**src/hw/io_port_params.svh**
```systemverilog
/*
  Register indices, bit positions, reset values and bus answers for the
  eight-bit I/O port block. Included by its bare name; definitions only.
*/
`ifndef IO_PORT_PARAMS_SVH
`define IO_PORT_PARAMS_SVH

// register indices; byte address is four times the index
`define REG_PE_PIN_IDX 4'h1
`define REG_PE_DIR_IDX 4'h2
`define REG_PE_LAT_IDX 4'h3
`define REG_PB_PIN_IDX 4'h4
`define REG_PB_DIR_IDX 4'h5
`define REG_PB_LAT_IDX 4'h6

`define PORT_RESET_VAL 8'h00

// port b alternate function bit positions
`define PB_TIMER0_BIT 4
`define PB_MISO_BIT 3
`define PB_MOSI_BIT 2
`define PB_SCK_BIT 1
`define PB_SS_BIT 0

`define AXI_RESP_OKAY 2'h0
`define AXI_RESP_SLVERR 2'h2

`endif

```
**src/hw/io_port_pkg.sv**
```systemverilog
/*
  Types shared by the I/O port block: bus response state and port byte.
  Assumes nothing of its surroundings.
*/
package io_port_pkg;
  typedef logic [7:0] port_byte_t;
  typedef enum logic [1:0] {
    RSP_IDLE = 2'b01,
    RSP_BUSY = 2'b10
  } rsp_state_t;
endpackage : io_port_pkg

```
**src/hw/io_sync8.sv**
```systemverilog
/*
  Two-flop synchroniser for eight pin inputs.
  Assumes pins may change at any time relative to mclk.
*/
`timescale 1ns/1ps
`default_nettype none
module io_sync8 (
  input wire logic mclk,
  input wire logic rst_n,
  input wire logic [7:0] din,
  output logic [7:0] dout
);
  logic [7:0] meta_q;

  // first stage feeds only the second
  always_ff @(posedge mclk) begin
    if (!rst_n) begin
      meta_q <= 8'h00;
      dout <= 8'h00;
    end else begin
      meta_q <= din;
      dout <= meta_q;
    end
  end
endmodule : io_sync8
`default_nettype wire

```
**src/hw/io_pin_cell.sv**
```systemverilog
/*
  One port pin: direction, output level and pull-up, with optional
  forced-input and alternate output value. Outputs registered.
  Assumes the caller gates output enable with reset where needed.
*/
`timescale 1ns/1ps
`default_nettype none
module io_pin_cell (
  input wire logic mclk,
  input wire logic rst_n,
  input wire logic dir,
  input wire logic latch,
  input wire logic force_in,
  input wire logic alt_en,
  input wire logic alt_val,
  output logic pin_out,
  output logic pin_oe,
  output logic pin_pullup
);
  logic oe_d;

  always_comb begin
    oe_d = dir & ~force_in;
  end

  always_ff @(posedge mclk) begin
    if (!rst_n) begin
      pin_oe <= 1'b0;
      pin_out <= 1'b0;
      pin_pullup <= 1'b0;
    end else begin
      pin_oe <= oe_d;
      // push-pull level is the latch unless a peripheral owns the pin
      pin_out <= alt_en ? alt_val : latch;
      // forced inputs keep latch-selected pull-up
      pin_pullup <= ~oe_d & latch;
    end
  end
endmodule : io_pin_cell
`default_nettype wire

```
**src/hw/io_port_spi_pin_override.sv**
```systemverilog
/*
  Eight-bit port E with a port B carrying SPI and timer overrides,
  registers over AXI4-Lite. Assumes synchronous pin buffers outside
  resolve out/oe/pullup, and SPI and timer cores drive the mode inputs.
*/
`timescale 1ns/1ps
`default_nettype none
`include "io_port_params.svh"
module io_port_spi_pin_override (
  input wire logic mclk,
  input wire logic rst_n,
  input wire logic [5:0] s_awaddr,
  input wire logic s_awvalid,
  output logic s_awready,
  input wire logic [31:0] s_wdata,
  input wire logic [3:0] s_wstrb,
  input wire logic s_wvalid,
  output logic s_wready,
  output logic [1:0] s_bresp,
  output logic s_bvalid,
  input wire logic s_bready,
  input wire logic [5:0] s_araddr,
  input wire logic s_arvalid,
  output logic s_arready,
  output logic [31:0] s_rdata,
  output logic [1:0] s_rresp,
  output logic s_rvalid,
  input wire logic s_rready,
  input wire logic [7:0] port_e_output_latch_in,
  output logic [7:0] port_e_output_latch_out,
  output logic [7:0] port_e_output_latch_oe,
  output logic [7:0] port_e_output_latch_pullup,
  input wire logic [7:0] portb_in,
  output logic [7:0] portb_out,
  output logic [7:0] portb_oe,
  output logic [7:0] portb_pullup,
  output logic [7:0] portb_sync,
  input wire logic spi_enable,
  input wire logic spi_master,
  input wire logic spi_miso_out,
  input wire logic spi_mosi_out,
  input wire logic spi_sck_out,
  input wire logic timer0_out_en,
  input wire logic timer0_compare_out,
  output logic spi_slave_active
);
  io_port_pkg::port_byte_t pe_dir_q;
  io_port_pkg::port_byte_t pe_lat_q;
  io_port_pkg::port_byte_t pb_dir_q;
  io_port_pkg::port_byte_t pb_lat_q;
  io_port_pkg::port_byte_t pe_sync;
  io_port_pkg::port_byte_t pe_oe_q;
  io_port_pkg::port_byte_t pb_oe_q;
  io_port_pkg::port_byte_t pb_force;
  io_port_pkg::port_byte_t pb_alt_en;
  io_port_pkg::port_byte_t pb_alt_val;
  io_port_pkg::rsp_state_t wr_state_q;
  logic aw_got_q;
  logic w_got_q;
  logic [3:0] aw_idx_q;
  logic [7:0] wdata_q;
  logic wstrb0_q;
  logic aw_take;
  logic w_take;
  logic aw_have;
  logic w_have;
  logic do_wr;
  logic [3:0] wr_idx;
  logic [7:0] wr_byte;
  logic wr_lane;
  logic wr_mapped;
  logic ar_take;
  logic [3:0] rd_idx;
  logic spi_slave;
  logic spi_mst;

  ////////////////////////////////////////////////////////////////////////////
  // pin synchronisers

  io_sync8 u_sync_e (
    .mclk(mclk),
    .rst_n(rst_n),
    .din(port_e_output_latch_in),
    .dout(pe_sync)
  );

  io_sync8 u_sync_b (
    .mclk(mclk),
    .rst_n(rst_n),
    .din(portb_in),
    .dout(portb_sync)
  );

  ////////////////////////////////////////////////////////////////////////////
  // port b overrides

  always_comb begin
    spi_slave = spi_enable & ~spi_master;
    spi_mst = spi_enable & spi_master;
    pb_force = 8'h00;
    pb_alt_en = 8'h00;
    pb_alt_val = 8'h00;
    pb_force[`PB_MISO_BIT] = spi_mst;
    pb_force[`PB_MOSI_BIT] = spi_slave;
    pb_force[`PB_SCK_BIT] = spi_slave;
    pb_force[`PB_SS_BIT] = spi_slave;
    // timer drives level only; direction bit still gates the pin
    pb_alt_en[`PB_TIMER0_BIT] = timer0_out_en;
    pb_alt_val[`PB_TIMER0_BIT] = timer0_compare_out;
    pb_alt_en[`PB_MISO_BIT] = spi_slave;
    pb_alt_val[`PB_MISO_BIT] = spi_miso_out;
    pb_alt_en[`PB_MOSI_BIT] = spi_mst;
    pb_alt_val[`PB_MOSI_BIT] = spi_mosi_out;
    pb_alt_en[`PB_SCK_BIT] = spi_mst;
    pb_alt_val[`PB_SCK_BIT] = spi_sck_out;
  end

  always_ff @(posedge mclk) begin
    if (!rst_n) begin
      spi_slave_active <= 1'b0;
    end else begin
      spi_slave_active <= spi_slave & ~portb_sync[`PB_SS_BIT];
    end
  end

  ////////////////////////////////////////////////////////////////////////////
  // pin cells

  for (genvar i = 0; i < 8; i++) begin : g_pin
    io_pin_cell u_e (
      .mclk(mclk),
      .rst_n(rst_n),
      .dir(pe_dir_q[i]),
      .latch(pe_lat_q[i]),
      .force_in(1'b0),
      .alt_en(1'b0),
      .alt_val(1'b0),
      .pin_out(port_e_output_latch_out[i]),
      .pin_oe(pe_oe_q[i]),
      .pin_pullup(port_e_output_latch_pullup[i])
    );
    io_pin_cell u_b (
      .mclk(mclk),
      .rst_n(rst_n),
      .dir(pb_dir_q[i]),
      .latch(pb_lat_q[i]),
      .force_in(pb_force[i]),
      .alt_en(pb_alt_en[i]),
      .alt_val(pb_alt_val[i]),
      .pin_out(portb_out[i]),
      .pin_oe(pb_oe_q[i]),
      .pin_pullup(portb_pullup[i])
    );
  end

  // reset must release the pins even with mclk stopped, hence the gate
  assign port_e_output_latch_oe = pe_oe_q & {8{rst_n}};
  assign portb_oe = pb_oe_q & {8{rst_n}};

  ////////////////////////////////////////////////////////////////////////////
  // axi4-lite write path

  always_comb begin
    aw_take = s_awvalid & s_awready;
    w_take = s_wvalid & s_wready;
    aw_have = aw_got_q | aw_take;
    w_have = w_got_q | w_take;
    do_wr = aw_have & w_have & (wr_state_q == io_port_pkg::RSP_IDLE);
    wr_idx = aw_got_q ? aw_idx_q : s_awaddr[5:2];
    wr_byte = w_got_q ? wdata_q : s_wdata[7:0];
    wr_lane = w_got_q ? wstrb0_q : s_wstrb[0];
    unique case (wr_idx)
      `REG_PE_PIN_IDX,
      `REG_PE_DIR_IDX,
      `REG_PE_LAT_IDX,
      `REG_PB_PIN_IDX,
      `REG_PB_DIR_IDX,
      `REG_PB_LAT_IDX: wr_mapped = 1'b1;
      default: wr_mapped = 1'b0;
    endcase
  end

  always_ff @(posedge mclk) begin
    if (!rst_n) begin
      aw_got_q <= 1'b0;
      w_got_q <= 1'b0;
      aw_idx_q <= 4'h0;
      wdata_q <= 8'h00;
      wstrb0_q <= 1'b0;
    end else begin
      aw_got_q <= aw_have & ~do_wr;
      w_got_q <= w_have & ~do_wr;
      if (aw_take) begin
        aw_idx_q <= s_awaddr[5:2];
      end
      if (w_take) begin
        wdata_q <= s_wdata[7:0];
        wstrb0_q <= s_wstrb[0];
      end
    end
  end

  always_ff @(posedge mclk) begin
    if (!rst_n) begin
      wr_state_q <= io_port_pkg::RSP_IDLE;
      s_bvalid <= 1'b0;
      s_bresp <= `AXI_RESP_OKAY;
      s_awready <= 1'b0;
      s_wready <= 1'b0;
    end else begin
      unique case (wr_state_q)
        io_port_pkg::RSP_IDLE: begin
          s_awready <= ~aw_have;
          s_wready <= ~w_have;
          if (do_wr) begin
            wr_state_q <= io_port_pkg::RSP_BUSY;
            s_bvalid <= 1'b1;
            s_bresp <= wr_mapped ? `AXI_RESP_OKAY : `AXI_RESP_SLVERR;
            s_awready <= 1'b0;
            s_wready <= 1'b0;
          end
        end
        io_port_pkg::RSP_BUSY: begin
          if (s_bready) begin
            wr_state_q <= io_port_pkg::RSP_IDLE;
            s_bvalid <= 1'b0;
            s_awready <= 1'b1;
            s_wready <= 1'b1;
          end
        end
      endcase
    end
  end

  ////////////////////////////////////////////////////////////////////////////
  // port registers

  always_ff @(posedge mclk) begin
    if (!rst_n) begin
      pe_dir_q <= `PORT_RESET_VAL;
      pe_lat_q <= `PORT_RESET_VAL;
      pb_dir_q <= `PORT_RESET_VAL;
      pb_lat_q <= `PORT_RESET_VAL;
    end else if (do_wr && wr_lane) begin
      // pin-input indices fall through: no storage behind them
      if (wr_idx == `REG_PE_DIR_IDX) begin
        pe_dir_q <= wr_byte;
      end
      if (wr_idx == `REG_PE_LAT_IDX) begin
        pe_lat_q <= wr_byte;
      end
      if (wr_idx == `REG_PB_DIR_IDX) begin
        pb_dir_q <= wr_byte;
      end
      if (wr_idx == `REG_PB_LAT_IDX) begin
        pb_lat_q <= wr_byte;
      end
    end
  end

  ////////////////////////////////////////////////////////////////////////////
  // axi4-lite read path

  always_comb begin
    ar_take = s_arvalid & s_arready;
    rd_idx = s_araddr[5:2];
  end

  always_ff @(posedge mclk) begin
    if (!rst_n) begin
      s_arready <= 1'b0;
      s_rvalid <= 1'b0;
      s_rdata <= 32'h0000_0000;
      s_rresp <= `AXI_RESP_OKAY;
    end else if (s_rvalid) begin
      if (s_rready) begin
        s_rvalid <= 1'b0;
        s_arready <= 1'b1;
      end
    end else if (ar_take) begin
      s_arready <= 1'b0;
      s_rvalid <= 1'b1;
      s_rresp <= `AXI_RESP_OKAY;
      s_rdata <= 32'h0000_0000;
      unique case (rd_idx)
        `REG_PE_PIN_IDX: s_rdata[7:0] <= pe_sync;
        `REG_PE_DIR_IDX: s_rdata[7:0] <= pe_dir_q;
        `REG_PE_LAT_IDX: s_rdata[7:0] <= pe_lat_q;
        `REG_PB_PIN_IDX: s_rdata[7:0] <= portb_sync;
        `REG_PB_DIR_IDX: s_rdata[7:0] <= pb_dir_q;
        `REG_PB_LAT_IDX: s_rdata[7:0] <= pb_lat_q;
        default: s_rresp <= `AXI_RESP_SLVERR;
      endcase
    end else begin
      s_arready <= 1'b1;
    end
  end

  ////////////////////////////////////////////////////////////////////////////
  // assertions

  a_timer_dir: assert property (@(posedge mclk) disable iff (!rst_n)
    !pb_dir_q[`PB_TIMER0_BIT] |=> !portb_oe[`PB_TIMER0_BIT])
    else $error("timer pin driven without direction bit");

  a_miso_forced: assert property (@(posedge mclk) disable iff (!rst_n)
    (spi_mst || (spi_slave && !pb_dir_q[`PB_MISO_BIT])) |=> !portb_oe[`PB_MISO_BIT])
    else $error("miso driven while it must be input");

  a_mosi_forced: assert property (@(posedge mclk) disable iff (!rst_n)
    spi_slave |=> !portb_oe[`PB_MOSI_BIT])
    else $error("mosi driven in slave mode");

  a_sck_master: assert property (@(posedge mclk) disable iff (!rst_n)
    (spi_mst && pb_dir_q[`PB_SCK_BIT]) |=> portb_oe[`PB_SCK_BIT] ##0 (portb_out[`PB_SCK_BIT] == $past(spi_sck_out)))
    else $error("sck not driven by master");

  a_ss_forced: assert property (@(posedge mclk) disable iff (!rst_n)
    spi_slave ##1 spi_slave |-> !portb_oe[`PB_SS_BIT] && !portb_oe[`PB_SCK_BIT])
    else $error("ss or sck driven in slave mode");

  // an edge taken under reset clears the flops, so only edges with reset released are checked
  a_slave_active: assert property (@(posedge mclk) disable iff (!rst_n)
    rst_n |=> spi_slave_active == ($past(spi_slave) && !$past(portb_sync[`PB_SS_BIT])))
    else $error("slave active does not follow ss");

  a_sync_delay: assert property (@(posedge mclk) disable iff (!rst_n)
    rst_n ##1 rst_n |=> pe_sync == $past(port_e_output_latch_in, 2))
    else $error("pin synchroniser not two stages");

  a_pin_read: assert property (@(posedge mclk) disable iff (!rst_n)
    (ar_take && rd_idx == `REG_PE_PIN_IDX) |=> s_rvalid && s_rdata == {24'h000000, $past(pe_sync)})
    else $error("pin read does not show live pins");

  a_dir_oe: assert property (@(posedge mclk) disable iff (!rst_n)
    ##1 port_e_output_latch_oe == $past(pe_dir_q))
    else $error("port e output enable differs from direction");

  a_pullup: assert property (@(posedge mclk) disable iff (!rst_n)
    ##1 port_e_output_latch_pullup == $past(~pe_dir_q & pe_lat_q))
    else $error("port e pull-up wrong");

  a_out_level: assert property (@(posedge mclk) disable iff (!rst_n)
    ##1 port_e_output_latch_out == $past(pe_lat_q))
    else $error("port e output level differs from latch");

  a_reset_tri: assert property (@(posedge mclk)
    !rst_n |-> port_e_output_latch_oe == 8'h00 && portb_oe == 8'h00)
    else $error("pins driven during reset");

  a_pin_ro: assert property (@(posedge mclk) disable iff (!rst_n)
    (do_wr && wr_idx == `REG_PE_PIN_IDX) |=> $stable(pe_dir_q) && $stable(pe_lat_q))
    else $error("write to pin address changed state");

  c_write: cover property (@(posedge mclk) disable iff (!rst_n)
    do_wr && wr_idx == `REG_PE_DIR_IDX ##1 s_bvalid);
  c_pin_read: cover property (@(posedge mclk) disable iff (!rst_n)
    ar_take && rd_idx == `REG_PE_PIN_IDX);
  c_slave_on: cover property (@(posedge mclk) disable iff (!rst_n)
    $rose(spi_slave_active));
  c_master_miso: cover property (@(posedge mclk) disable iff (!rst_n)
    spi_mst && pb_dir_q[`PB_MISO_BIT]);
endmodule : io_port_spi_pin_override
`default_nettype wire

```
**config.mk**
```make
export PLATFORM = sky130hd
export DESIGN_NAME = io_port_spi_pin_override
export DESIGN_NICKNAME = d
export VERILOG_FILES = /design/src/hw/io_port_pkg.sv /design/src/hw/io_sync8.sv /design/src/hw/io_pin_cell.sv /design/src/hw/io_port_spi_pin_override.sv
export VERILOG_INCLUDE_DIRS = /design/src /design/src/hw
export SDC_FILE = /design/constraint.sdc
export NUM_CORES = 1
export LEC_CHECK = 0
export ABC_AREA = 1
export BUFFER_PORTS_ARGS = -buffer_cell sky130_fd_sc_hd__buf_2
export CORE_MARGIN = 2
export CORE_UTILIZATION = 45
export DETAILED_ROUTE_END_ITERATION = 10
export PLACE_DENSITY_LB_ADDON = 0.2
export SETUP_SLACK_MARGIN = 0.2
export SLEW_MARGIN = 15
export SYNTH_ARGS = -nofsm -noshare
export SYNTH_HDL_FRONTEND = slang
export SYNTH_SLANG_ARGS = --single-unit
export TNS_END_PERCENT = 10
```
**constraint.sdc**
```tcl
create_clock -name mclk -period 1.6 [get_ports mclk]
set_clock_uncertainty 0.05 [all_clocks]
set_input_delay 0 -clock mclk [delete_from_list [all_inputs] [get_ports mclk]]
set_output_delay 0 -clock mclk [all_outputs]
set_load 0.03 [all_outputs]
```
[Yosys cells after proc, flatten, opt, wreduce, memory -nomap -nowiden]
Index checks and enable logic that the tools add are counted.
Storage, ports and cells
  register bits: 147
  input port bits: 78
  output and inout port bits: 98
  logic and storage cells: 184
Cells by class
  eq/ne operators: 17
  muxes and demuxes: 28
  bitwise operators: 58
  reductions and logical operators: 10
Operators by type and width (count)
  $pmux W8 S6: 1
  $and A1 B1 Y1: 30
  $eq A4 B3 Y1 const B: 6
  $not A1 Y1: 24
  $mux W1: 17
  $and A8 B8 Y8: 2
  $eq A4 B2 Y1 const B: 4
  $reduce_and A2 Y1: 7
  $reduce_or A6 Y1: 2
  $eq A4 B1 Y1 const B: 2
  $mux W2: 4
  $mux W8: 1
  $pmux W1 S2: 3
  $mux W4: 1
  $ne A2 B2 Y1 const B: 2
  $pmux W2 S2: 1
  $eq A2 B1 Y1 const B: 1
  $eq A2 B2 Y1 const B: 1
  $ne A2 B1 Y1 const B: 1
  $or A1 B1 Y1: 2
  $logic_and A1 B1 Y1: 1

[Depth between registers and ports, before layout]
  word-level depth: 6
  mapped depth: 10
  depth with buffers taken out: 9

[Hierarchy]
Synthesis repeated with hierarchy kept, for this count alone.
Unflattened totals
  cells, all modules: 853
  area total of the unflattened synthesis: 6258.5 sq um
Modules (own cells, without submodules)
  io_port_spi_pin_override: instances 1, cells each 529, area each 3548.4 sq um, sequential area each 1281.2 sq um
  io_pin_cell: instances 16, cells each 14, area each 108.9 sq um, sequential area each 60.1 sq um
  io_sync8: instances 2, cells each 50, area each 484.2 sq um, sequential area each 320.3 sq um

[Least setup slack after synthesis]
No wires, ideal clock.
  kind: register to register
  start: register s_awready
  end: register pb_lat_q[7]
  library setup time: 115 ps
  arrival: 1497 ps
  data required time: 1435 ps
  path slack: -62 ps
  cell stages (with the launch flop): 9
  buffers on the path: 1
  clock period less this slack: 1662 ps
  cells stage by stage: dfxtp_1 nand2_1 nand2_4 nand4_4 nor2_8 buf_4 nand3_1 nand2_1 nor2_1
Between the ends
  cells in the longest elaborated chain, start to end: 6
Ends and longest elaborated chain
  from (decl): line io_port_spi_pin_override.sv:14  | output logic s_awready,
  from (signal assigned): line io_port_spi_pin_override.sv:213  | s_awready <= ~aw_have;
  $and A1 B1 Y1: line io_port_spi_pin_override.sv:164  | aw_take = s_awvalid & s_awready;
  $or A1 B1 Y1: line io_port_spi_pin_override.sv:166  | aw_have = aw_got_q | aw_take;
  $and A1 B1 Y1 (2 in a row): line io_port_spi_pin_override.sv:168  | do_wr = aw_have & w_have & (wr_state_q == io_port_pkg::RSP_IDLE);
  $logic_and A1 B1 Y1: line io_port_spi_pin_override.sv:244  | end else if (do_wr && wr_lane) begin
  $reduce_and A2 Y1 (no line)
  to (signal assigned): line io_port_spi_pin_override.sv:243  | pb_lat_q <= `PORT_RESET_VAL;
  to (signal assigned): line io_port_spi_pin_override.sv:256  | pb_lat_q <= wr_byte;
  to (decl): line io_port_spi_pin_override.sv:50  | io_port_pkg::port_byte_t pb_lat_q;
Every way passes these cells.
A chain may end at the register's enable or synchronous reset.

[Worst setup path in the final report]
  start: register aw_got_q
  end: register pb_lat_q[7]
Between the ends
  cells in the longest elaborated chain, start to end: 5
  elaborated cells on any way between the ends: 7
  those cells by class: 1 x eq/ne; 1 x mux; 3 x bitwise; 2 x reduce/logical
Ends and longest elaborated chain
  from (decl): line io_port_spi_pin_override.sv:58  | logic aw_got_q;
  from (signal assigned): line io_port_spi_pin_override.sv:191  | aw_got_q <= aw_have & ~do_wr;
  $or A1 B1 Y1: line io_port_spi_pin_override.sv:166
  $and A1 B1 Y1 (2 in a row): line io_port_spi_pin_override.sv:168
  $logic_and A1 B1 Y1: line io_port_spi_pin_override.sv:244
  $reduce_and A2 Y1 (no line) *
Mark *: on every way between the ends. The rest lies on a longest branch, timed or not.

==> metrics <==
# diodes=0; fmax=693.7 MHz; Die Wd=120.4 um; leading cell type by number of instances after synthesis=nand2_1; Max IR drop VDD=0.0006507 V; Crit path required time=1910 ps; slowest stage delay, CP=390 ps; Antenna Nets Post-Route=0; layout net count=1032; P_leak=0.004198 uW; WP data arrival=1750 ps; multi-input logic area=2305 sq um; Worst R2R Start=aw_got_q; final hold vios=0; Initial Utilization=46.03%; Synth area leaders=dfxtp_1, nand2_1, buf_4; # clock sinks=144; R2R cell count=6; Crit Path Max Fanout=8; GRT Overall Usage=20.31%; fin area=7821 sq um; Synth area leader=dfxtp_1; crit start category=flop; DRC viols=0; Worst Hold Path Cells=4; Synth Flop Type=dfxtp_1; Crit-path slowest cell=dfxtp_4; EDFF count, synth=0; CTS root buf=clkbuf_16; largest net degree at the start of global routing=53; Syn Area/Cell=7.610 sq um; Core Box Area=13240 sq um; sequential share of the synthesized area=47.29%; pwr/cell area=1080 nW/um^2; layout cells sized above 1=22.38%; Longest Clk Path Bufs=2; Top Ports=176; Final setup viols=0; CTS tree=built; Hold Path End=s_rresp[1]; WL final=14.29 mm; initial antenna violation count=0; Vias=5191; max-cap check violation count=0; FF-to-FF setup slack=160 ps; Clock Pin Slew Worst Setup and Hold Paths=60 ps; status=finished clean; total global routing overflow=0; Syn Std Cell Area=6096 sq um; final worst-path cycle share=90.10%; fill count=1273; H-tree levels=4; die height=120.4 um; Placer Congestion=0.8042; register area=2897 sq um; layout overhead on the synthesized area=28.30%; Synth top cells by count=nand2_1, dfxtp_1, inv_1; setup TNS=0 ps; vias in the first global route=4632; #FFs+latches synth=144; Place WS=147.8 ps; setup ws final=158.4 ps; Port-buffer cells=118; placed inst area=6624 sq um; critical path type=flop to flop; num rows=42; Tmin final=1442 ps; critical-path cell list=inv_6 -> o21ai_4 -> nand2_4 -> nor2_4 -> a21oi_1 -> nor2_1; first-pass GRT wire length=22.91 mm; first drt pass iteration count=5; cells after synthesis=801; YS warnings=0; Min-Delay Path Class=input port to flop; top-area cell type share of the netlist area=47.29%; Slew @ Worst Pin=747.1 ps; async set-reset flop share out of synthesis=0%; hpwl dp=9.171 mm; FF-to-FF End=pb_lat_q[7]; Netlist cell types=32; RSZ-0062 raised after global routing=yes; initial drt markers=311; die area=14490 sq um; DR WL/cell=12.52 um; worst path buffer plus inverter count=1; total power=8451 uW; CP endpoint kind=flop; Clk Latency, worst-skew pair=420 ps; crit-path leading delay family=simple AND/OR/NAND/NOR gates; Slew Viols, Final=0; total CTS buffers=17; Via density=4.550; hold path startpoint=s_araddr[3]; slew margin rel.=50.14%
## cell type report
class / count / share of cell area, %
repair buffers: 200 / 18.56
inverters: 105 / 5.103
well taps: 176 / 2.816
clock buffers: 24 / 6.287
multi-input cells: 486 / 29.47
clock inverters: 6 / 0.7359
flip-flops and latches: 144 / 37.03
## cell usage in the layout (no fill, tap or decap), types with 22 or more instances in the layout
cell type      instances
nand2_1              174
dfxtp_1              139
buf_2                117
inv_1                100
nor2_1                90
nand3_1               85
dlygate4sd3_1         49
a21oi_1               48
conb_1                26
buf_4                 25
o21ai_0               22
## repair_timing
action	in CTS	in global routing
hold buffers	49	0
endpoints found under the hold margin	46	0
pin swaps	7	0
gates cloned	3	0
endpoints found under the setup margin	30	34
buffers inserted	8	0
gates resized for setup	6	1
## report_power, final
group	total, uW	switching, uW	internal [uW]
combinational	1010	628	379
clock	3690	1420	2270
sequential	3750	57.1	3700
## per-stage QoR
| step | hold slack, ps | util (%) | instances |
|---|---|---|---|
| after global routing | 31.46 | 59.06 | 1141 |
| after floorplan | 44.16 | - | 826 |
| after detailed placement | 135.8 | 50.02 | 1051 |
| after global placement | 132.6 | 50.02 | 1051 |
| final | 13.72 | 59.06 | 1141 |
| after CTS | 7.519 | 59.00 | 1141 |
## flip-flops by register name (all words and copies together) (netlist names), 4 cells and up
signal                count
pb_lat_q                  8
pe_lat_q                  8
g_pin.u_e.pin_oe          8
u_sync_e.dout             8
pe_dir_q                  8
pb_dir_q                  8
g_pin.u_b.pin_out         8
u_sync_b.meta_q           8
wdata_q                   8
g_pin.u_b.pin_oe          8
u_sync_b.dout             8
u_sync_e.meta_q           8
g_pin.u_e.pin_out         8
aw_idx_q                  4
g_pin.u_b.pin_pullup      8
s_rdata                   8
g_pin.u_e.pin_pullup      8
## kinds of logic after synthesis
logic type             share of synthesized area, %
AOI/OAI and AO/OA                             7.348
DFF                                           47.29
buffers and inverters                         17.12
other                                       0.06152
and+or+nand+nor                               26.64
muxes                                         1.539
## routing by layer
metal / vias to the layer above / track usage [%] / routed length, um
met5: - / 0 / 0
met4: 0 / 8.067 / 297
met3: 25 / 5.189 / 877
met2: 167 / 31.53 / 6573
met1: 2305 / 27.04 / 6542
li1: 2694 / - / -
## worst register-to-register path: cells and delay by family, from the launching register on
family | cells | cell delay, ps
flops | 1 | 390
compound gates | 2 | 320
simple gates | 3 | 550
buf+inv | 1 | 70
## worst max path at each step
stage / cells after the start / slack (ps) / startpoint / endpoint
2_1_floorplan: 9 / 180 / w_got_q / pb_lat_q[0]
3_3_place_gp: 7 / 180 / aw_got_q / pe_dir_q[7]
3_5_place_dp: 6 / 150 / aw_got_q / pe_dir_q[6]
4_1_cts: 7 / 180 / aw_got_q / pb_dir_q[5]
5_1_grt: 9 / 70 / aw_got_q / pe_lat_q[5]
6_report: 6 / 160 / aw_got_q / pb_lat_q[7]
(Power assumes the default switching activity.)
